<file path="config.mk">
export PLATFORM = sky130hd
export DESIGN_NAME = ctm_trigger
export DESIGN_NICKNAME = d
export VERILOG_FILES = /design/src/core/ctm_pkg.sv /design/src/core/ctm_trigger.sv
export VERILOG_INCLUDE_DIRS = /design/src /design/src/core
export SDC_FILE = /design/constraint.sdc
export NUM_CORES = 1
export LEC_CHECK = 0
export BUFFER_PORTS_ARGS = -buffer_cell sky130_fd_sc_hd__buf_2
export CAP_MARGIN = 10
export CORE_MARGIN = 5
export CORE_UTILIZATION = 25
export CTS_CLUSTER_SIZE = 8
export DETAILED_ROUTE_END_ITERATION = 10
export PLACE_DENSITY = 0.46
export RECOVER_POWER = 50
export SLEW_MARGIN = 20
export SYNTH_ARGS = -nofsm -noshare
export SYNTH_HDL_FRONTEND = slang
export SYNTH_SLANG_ARGS = --single-unit
</file>
<file path="constraint.sdc">
create_clock -name clk_i -period 6.8 [get_ports clk_i]
set_input_delay 1.7 -clock clk_i [delete_from_list [all_inputs] [get_ports clk_i]]
set_output_delay 1.7 -clock clk_i [all_outputs]
set_load 0.005 [all_outputs]
</file>
<file path="src/core/ctm_params.svh">
// Purpose: Offsets, fields, reset values and timing for trigger control
// Assumes: clk_i at 125 MHz also serves as the pixel clock
// Notes: Control word bit n of the MSB-first layout sits at Verilog bit 31-n
`ifndef CTM_PARAMS_SVH
`define CTM_PARAMS_SVH
`define CTM_TC_OFS 12'h830
`define CTM_FRAME_OFS 12'h840
`define CTM_SHUT_OFS 12'h844
`define CTM_DEB_OFS 12'h848
`define CTM_SWTRIG_OFS 12'h84c
`define CTM_STATUS_OFS 12'h850
`define CTM_PRES_BIT 31
`define CTM_ON_BIT 25
`define CTM_POL_BIT 24
`define CTM_SRC_HI 23
`define CTM_SRC_LO 21
`define CTM_VAL_BIT 20
`define CTM_MODE_HI 19
`define CTM_MODE_LO 16
`define CTM_PARM_HI 11
`define CTM_PARM_LO 0
`define CTM_DEB_EN_BIT 16
`define CTM_TC_WMASK 32'h03ef0fff
`define CTM_TC_RESET 32'h00000001
`define CTM_FRAME_RESET 24'h0f4240
`define CTM_SHUT_RESET 24'h000400
`define CTM_DEB_RESET 17'h00000
`define CTM_CLK_NS 8
`define CTM_PIXCLK_NS 8
`define CTM_DEB_MIN_TICKS 16
`define CTM_DEB_MIN_CYC ((`CTM_DEB_MIN_TICKS*`CTM_PIXCLK_NS+`CTM_CLK_NS-1)/`CTM_CLK_NS)
`endif

</file>
<file path="src/core/ctm_pkg.sv">
// Purpose: Types for camera trigger control
// Assumes: Used with ctm_params.svh
// Notes: State codes are Gray along idle, expose, readout
package ctm_pkg;
	typedef enum logic [1:0] {
		CTM_IDLE = 2'h0,
		CTM_EXPOSE = 2'h1,
		CTM_READOUT = 2'h3
	} ctm_state_t;
	typedef enum logic [3:0] {
		CTM_MODE_EDGE = 4'h0,
		CTM_MODE_SKIP = 4'h3
	} ctm_mode_t;
endpackage

</file>
<file path="src/core/ctm_trigger.sv">
// Purpose: Trigger mode control with Wishbone register access
// Assumes: Synchronous active-high reset, gpio_i asynchronous
// Notes: Modes other than 0 and 3 with on set produce no exposures
`timescale 1ns/1ns
`include "ctm_params.svh"
module ctm_trigger (
	input wire logic clk_i,
	input wire logic rst_i,
	input wire logic wb_cyc_i,
	input wire logic wb_stb_i,
	input wire logic wb_we_i,
	input wire logic [11:0] wb_adr_i,
	input wire logic [3:0] wb_sel_i,
	input wire logic [31:0] wb_dat_i,
	output logic [31:0] wb_dat_o,
	output logic wb_ack_o,
	input wire logic [7:0] gpio_i,
	output logic expose_o,
	output logic exposure_start_o,
	output logic image_xmit_o,
	output ctm_pkg::ctm_state_t state_o
);
	import ctm_pkg::*;

	function automatic logic [31:0] bmerge(input logic [31:0] old, input logic [31:0] nw,
		input logic [3:0] sel);
		logic [31:0] r;
		r = old;
		for (int i = 0; i < 4; i++) begin
			if (sel[i]) begin
				r[i*8 +: 8] = nw[i*8 +: 8];
			end
		end
		return r;
	endfunction

	logic [31:0] tc_q, tc_d, rdat_q, rdat_d;
	logic [23:0] frame_q, frame_d, shut_q, shut_d;
	logic [16:0] deb_q, deb_d;
	logic ack_q, ack_d, sw_q, sw_d;
	logic [7:0] lvl_s;
	logic filt_q, filt_d, filt_p_q;
	logic [15:0] deb_cnt_q, deb_cnt_d, thr;
	logic [23:0] fcnt_q, fcnt_d, flen, slen;
	logic [11:0] skip_q, skip_d, nlen;
	ctm_state_t st_q, st_d;
	logic [23:0] cnt_q, cnt_d;
	logic start_q, start_d, xmit_q, xmit_d;
	logic [15:0] img_q, img_d;
	logic wb_req, on, tick, hw_edge, fire, mode0on, mode3on, mode3nx;
	logic [31:0] tc_rd;

	// Control word fields
	assign on = tc_q[`CTM_ON_BIT];
	assign mode0on = on && (tc_q[`CTM_MODE_HI:`CTM_MODE_LO] == CTM_MODE_EDGE);
	assign mode3on = on && (tc_q[`CTM_MODE_HI:`CTM_MODE_LO] == CTM_MODE_SKIP);
	assign mode3nx = tc_d[`CTM_ON_BIT] && (tc_d[`CTM_MODE_HI:`CTM_MODE_LO] == CTM_MODE_SKIP);
	assign tc_rd = tc_q | (32'h1 << `CTM_PRES_BIT)
		| ({31'h0, lvl_s[tc_q[`CTM_SRC_HI:`CTM_SRC_LO]]} << `CTM_VAL_BIT);

	// Wishbone slave, one wait state
	assign wb_req = wb_cyc_i & wb_stb_i & ~ack_q;
	assign wb_ack_o = ack_q;
	assign wb_dat_o = rdat_q;

	always_comb begin
		logic [31:0] m;
		m = 32'h0;
		tc_d = tc_q;
		frame_d = frame_q;
		shut_d = shut_q;
		deb_d = deb_q;
		sw_d = 1'b0;
		ack_d = wb_req;
		rdat_d = rdat_q;
		if (wb_req) begin
			rdat_d = 32'h0;
			case ({wb_adr_i[11:2], 2'h0})
				`CTM_TC_OFS: begin
					rdat_d = tc_rd;
					m = bmerge(tc_q, wb_dat_i, wb_sel_i);
					if (wb_we_i) begin
						tc_d = m & `CTM_TC_WMASK;
					end
				end
				`CTM_FRAME_OFS: begin
					rdat_d = {8'h0, frame_q};
					m = bmerge({8'h0, frame_q}, wb_dat_i, wb_sel_i);
					if (wb_we_i) begin
						frame_d = m[23:0];
					end
				end
				`CTM_SHUT_OFS: begin
					rdat_d = {8'h0, shut_q};
					m = bmerge({8'h0, shut_q}, wb_dat_i, wb_sel_i);
					if (wb_we_i) begin
						shut_d = m[23:0];
					end
				end
				`CTM_DEB_OFS: begin
					rdat_d = {15'h0, deb_q};
					m = bmerge({15'h0, deb_q}, wb_dat_i, wb_sel_i);
					if (wb_we_i) begin
						deb_d = m[16:0];
					end
				end
				`CTM_SWTRIG_OFS: begin
					sw_d = wb_we_i & wb_sel_i[0] & wb_dat_i[0];
				end
				`CTM_STATUS_OFS: begin
					rdat_d = {img_q, 13'h0, filt_q, st_q};
				end
				default: begin
					rdat_d = 32'h0;
				end
			endcase
		end
	end

	always_ff @(posedge clk_i) begin
		if (rst_i) begin
			tc_q <= `CTM_TC_RESET;
			frame_q <= `CTM_FRAME_RESET;
			shut_q <= `CTM_SHUT_RESET;
			deb_q <= `CTM_DEB_RESET;
			sw_q <= 1'b0;
			ack_q <= 1'b0;
			rdat_q <= 32'h0;
		end else begin
			tc_q <= tc_d;
			frame_q <= frame_d;
			shut_q <= shut_d;
			deb_q <= deb_d;
			sw_q <= sw_d;
			ack_q <= ack_d;
			rdat_q <= rdat_d;
		end
	end

	// Two-flop synchronisers on the input pins
	for (genvar g = 0; g < 8; g++) begin : g_sync
		logic a_q, b_q;
		always_ff @(posedge clk_i) begin
			if (rst_i) begin
				a_q <= 1'b0;
				b_q <= 1'b0;
			end else begin
				a_q <= gpio_i[g];
				b_q <= a_q;
			end
		end
		assign lvl_s[g] = b_q;
	end

	// Debounce of the selected pin
	assign thr = (deb_q[`CTM_DEB_EN_BIT] && deb_q[15:0] > 16'(`CTM_DEB_MIN_CYC)) ?
		deb_q[15:0] : 16'(`CTM_DEB_MIN_CYC);

	always_comb begin
		filt_d = filt_q;
		deb_cnt_d = 16'h0;
		if (lvl_s[tc_q[`CTM_SRC_HI:`CTM_SRC_LO]] != filt_q) begin
			if (deb_cnt_q + 16'h1 >= thr) begin
				filt_d = ~filt_q;
			end else begin
				deb_cnt_d = deb_cnt_q + 16'h1;
			end
		end
	end

	always_ff @(posedge clk_i) begin
		if (rst_i) begin
			filt_q <= 1'b0;
			filt_p_q <= 1'b0;
			deb_cnt_q <= 16'h0;
		end else begin
			filt_q <= filt_d;
			filt_p_q <= filt_q;
			deb_cnt_q <= deb_cnt_d;
		end
	end

	assign hw_edge = (filt_q != filt_p_q) && (filt_q == tc_q[`CTM_POL_BIT]);

	// Frame-period divider and one-of-N counter
	assign flen = (frame_q == 24'h0) ? 24'h1 : frame_q;
	assign slen = (shut_q == 24'h0) ? 24'h1 : shut_q;
	assign nlen = (tc_q[`CTM_PARM_HI:`CTM_PARM_LO] == 12'h0) ? 12'h1 :
		tc_q[`CTM_PARM_HI:`CTM_PARM_LO];
	assign tick = fcnt_q >= flen - 24'h1;

	always_comb begin
		fcnt_d = tick ? 24'h0 : fcnt_q + 24'h1;
		skip_d = skip_q;
		if (!mode3on || !mode3nx) begin
			skip_d = 12'h0;
		end else if (tick) begin
			skip_d = (skip_q >= nlen - 12'h1) ? 12'h0 : skip_q + 12'h1;
		end
	end

	always_ff @(posedge clk_i) begin
		if (rst_i) begin
			fcnt_q <= 24'h0;
			skip_q <= 12'h0;
		end else begin
			fcnt_q <= fcnt_d;
			skip_q <= skip_d;
		end
	end

	// Trigger selection
	always_comb begin
		if (!on) begin
			fire = tick;
		end else if (mode0on) begin
			fire = hw_edge | sw_q;
		end else if (mode3on) begin
			fire = tick && (skip_q == 12'h0);
		end else begin
			fire = 1'b0;
		end
	end

	// Exposure sequencer
	always_comb begin
		st_d = st_q;
		cnt_d = cnt_q;
		start_d = 1'b0;
		xmit_d = 1'b0;
		img_d = img_q;
		case (st_q)
			CTM_IDLE: begin
				if (fire) begin
					st_d = CTM_EXPOSE;
					cnt_d = slen;
					start_d = 1'b1;
				end
			end
			CTM_EXPOSE: begin
				if (cnt_q <= 24'h1) begin
					st_d = CTM_READOUT;
					cnt_d = mode0on ? flen : 24'h1;
				end else begin
					cnt_d = cnt_q - 24'h1;
				end
			end
			CTM_READOUT: begin
				if (cnt_q <= 24'h1) begin
					st_d = CTM_IDLE;
					xmit_d = 1'b1;
					img_d = img_q + 16'h1;
				end else begin
					cnt_d = cnt_q - 24'h1;
				end
			end
			default: begin
				st_d = CTM_IDLE;
			end
		endcase
	end

	always_ff @(posedge clk_i) begin
		if (rst_i) begin
			st_q <= CTM_IDLE;
			cnt_q <= 24'h0;
			start_q <= 1'b0;
			xmit_q <= 1'b0;
			img_q <= 16'h0;
		end else begin
			st_q <= st_d;
			cnt_q <= cnt_d;
			start_q <= start_d;
			xmit_q <= xmit_d;
			img_q <= img_d;
		end
	end

	assign expose_o = (st_q == CTM_EXPOSE);
	assign exposure_start_o = start_q;
	assign image_xmit_o = xmit_q;
	assign state_o = st_q;

	// Checking helpers
	logic [23:0] h_run_q, h_shut_q;
	always_ff @(posedge clk_i) begin
		if (rst_i) begin
			h_run_q <= 24'h0;
			h_shut_q <= 24'h1;
		end else begin
			h_run_q <= expose_o ? h_run_q + 24'h1 : 24'h0;
			if (st_q == CTM_IDLE && fire) begin
				h_shut_q <= slen;
			end
		end
	end
endmodule

</file>
==> impl_results.md <==
* Run status: finished with violations
* Failing checks: max-capacitance violations, max-slew violations
* Clock latency on the worst-skew pair at between 500 and 600 ps
* Max transition margin at -151.7%
* Die W at 233.4 um
* Drt pass-1 iters at 6
* Reg2Reg Launch Point: frame_q[18]
* Ys flop type: dfxtp_1
* Top layer in use: met5
* Logic pwr share at under 10%
* GRT Overall Usage at 15.20%
* Syn avg cell area at between 8 and 9 um2
* Net switching power at about 0.72 mW
* Synth warnings at 0
* I/O Pins at 99
* Power per Cell Area at around 210 nW/um2
* CTS tree: done
* RSZ-0062 raised after global routing: no
* CTS sink cnt at 234
* Hold buffer count at cts at 0
* Num CTS Buffers at 35
* Die footprint at 54,470 um2
* FP Rows at ~80
* Top cell type's share of synthesized area at 37.55%
* Total Neg Setup Slack at 0 ps
* Max-Cap Viols at 4
* Cell with the most instances after synthesis: dfxtp_1
* Initial Util at 25.38%
* Crit path max fanout at 80
* Net Count, Synth at around 1,600
* Yosys top cell by area: dfxtp_1
* Netlist cell types at 73
* Vias at between 10,000 and 15,000
* Area growth, synth to finish at 16.24%
* First-pass GRT wire length at between 60,000 and 70,000 um
* Via density at roughly 5.0
* Asr flop ratio synth at 0%
* Worst Max-Slew Pin Slew at approximately 3800 ps
* Port bufs at 90
* Final #Nets at between 1,500 and 2,000
* Final wirelength at 42,040 um
* Req. time, crit path at 7200 ps
* Setup WS post-layout at 770.5 ps
* CP arrival at between 6000 and 7000 ps
* Final core occ at 29.50%
* Met1 WL at around 20,000 um
* Post-CTS Resized at 0
* CTS Buffer Depth at 3
* Synth top area cells: dfxtp_1 38%, ha_1 6.1%, nand2_1 6.0%
* Final Max Slew Viols at 194
* LEAKAGE at between 5 and 6 nW
* Syn Inst Count at between 1,500 and 2,000
* Number of synthesized flops with an enable pin at 0
* Post-synthesis instance area at 12,480 um2
* Die Y at between 200 and 250 um
* Crit. End Element: flip-flop
* Clock-pin slew on the worst setup and hold paths at about 50 ps
* Fin Clk Skew at 19.52 ps
* Sequential power share at about 46%
* Register area share after synthesis at a little under two fifths
* Final Total Pwr at between 3 and 4 mW
* Routed met2 length at between 15,000 and 20,000 um
* Initial antenna violation count at 3
* Fmax at 165.9 MHz
* Min-delay src: g_sync[6].a_q
* Vias in the first global route at between 10,000 and 15,000
* Share of cells above drive strength 1 at 9.488%
* Synth top cells by count: 234 x dfxtp_1, 199 x nand2_1, 157 x nor2_1, 83 x a21oi_1, 83 x nor2b_1
* Pre-CTS WS at 982.8 ps
* DRT antenna net count at 0
* Fin crit period at 6030 ps
* Setup bufs post-CTS at 0
* Total global routing overflow at 0
* Core area at approximately 49,000 um2
* H-tree levels at 2
* Clock share of power at between 50% and 60%
* Setup violators final at 0
* DR iter-0 viols at roughly 800
* Detailed placement HPWL at 31,000 um
* Largest net degree at the start of global routing at roughly 80
* Critical path type: in -> reg
* Final Hold Viols at 0
* DRC at 0
* Critical Path Source: rst_i
* Startpoint types: primary input
* Internal power at between 2 and 2.5 mW
* WL/cell at roughly 19 um
* HP Class: reg -> reg
* Root buf cell: clkbuf_16
* VDD IR max at ~160 uV
* Detail Route met3 WL at between 2000 and 3000 um
* Gpl congestion at between 0.8 and 0.9
* Switching share of power at between 20% and 30%
* Synth Register Bits at about 230
* Period utilisation layout at 88.67%
==> registers in the layout (all words and copies together), names as in the netlist, 2 cells and up <==
signal and cells:
wb_dat_o 32, deb_cnt_q 16, frame_q 24, shut_q 24
tc_q 21, skip_q 12, g_sync.b_q 8, state_o 2
deb_q 17, g_sync.a_q 8, cnt_q 24, fcnt_q 24
img_q 16
==> power groups by stage <==
stage               Combinational [mW]  Clock, mW  Sequential (mW)
finish                          0.0900       1.57             1.39
global route                    0.0991       1.68             1.39
CTS                             0.0922       1.63             1.39
detailed placement              0.0919          0             1.41
global placement                0.0910          0             1.41
floorplan                       0.0467          0             1.41
==> critical path, stage by stage <==
cell	delay, ps
clkbuf_1	2600
clkbuf_1	1320
or3_1	660
nor2b_1	100
==> routing by layer <==
layer / vias up / global-route usage, %
met1: 5436 / 21.10
met5: - / 0
met2: 281 / 23.29
li1: 5518 / -
met4: 2 / 4.937
met3: 53 / 3.610
==> through the flow <==
stage	hold WS (ps)	instances	area (um2)
4_1_cts	431.0	2245	14550
3_5_place_dp	424.8	2203	13600
5_1_grt	451.3	2245	14500
3_3_place_gp	420.9	2203	13590
2_1_floorplan	413.8	1510	12480
6_report	428.6	2246	14500
==> final timing paths <==
check,to,slack (ps),cells after the start
min,g_sync[6].b_q,430,1
max,deb_cnt_q[10],770,4
max reg2reg,cnt_q[7],930,20
min reg2reg,g_sync[6].b_q,430,1
==> final cells by class <==
class                   count  area [um2]
fillers                  5294       34650
multi-input cells        1174        7416
flip-flops and latches    234        4684
clock buffers              38       887.1
well taps                 664       830.8
repair buffers            107       530.5
inverters                  24       90.09
clock inverters             4       60.06
diodes                      1       2.502
==> placed cells by master (no fill, tap or decap), types with 20 or more instances in the layout <==
cell,netlist,routed
buf_2,13,63
clkbuf_1,61,33
nor2_1,157,157
nor4_1,26,26
nand3_1,43,43
a22oi_1,38,38
o31ai_1,26,26
nor3_1,46,46
o21ai_0,60,60
ha_1,61,61
clkbuf_16,0,35
nand2_1,199,199
mux2i_1,43,43
dfxtp_1,234,234
inv_1,24,24
nor2b_1,83,82
xor2_1,37,37
a211oi_1,20,20
xnor2_1,47,47
or3_1,23,23
a21oi_1,83,83
==> cell families (layout without fill, tap and decap cells) <==
| family | count (synthesis) | after routing | share of synthesized area [%] |
|---|---|---|---|
| AO/OA/AOI/OAI | 303 | 303 | 16.14 |
| adder cells (fa/ha/maj) | 61 | 61 | 6.118 |
| AND/OR/NAND/NOR | 679 | 679 | 27.02 |
| buffers and inverters | 102 | 173 | 3.290 |
| other | 0 | 1 | 0 |
| multiplexers | 47 | 47 | 3.992 |
| flip-flops | 234 | 234 | 37.55 |
| XOR/XNOR | 84 | 84 | 5.897 |
Note: power is estimated with default switching activity, not from simulation.
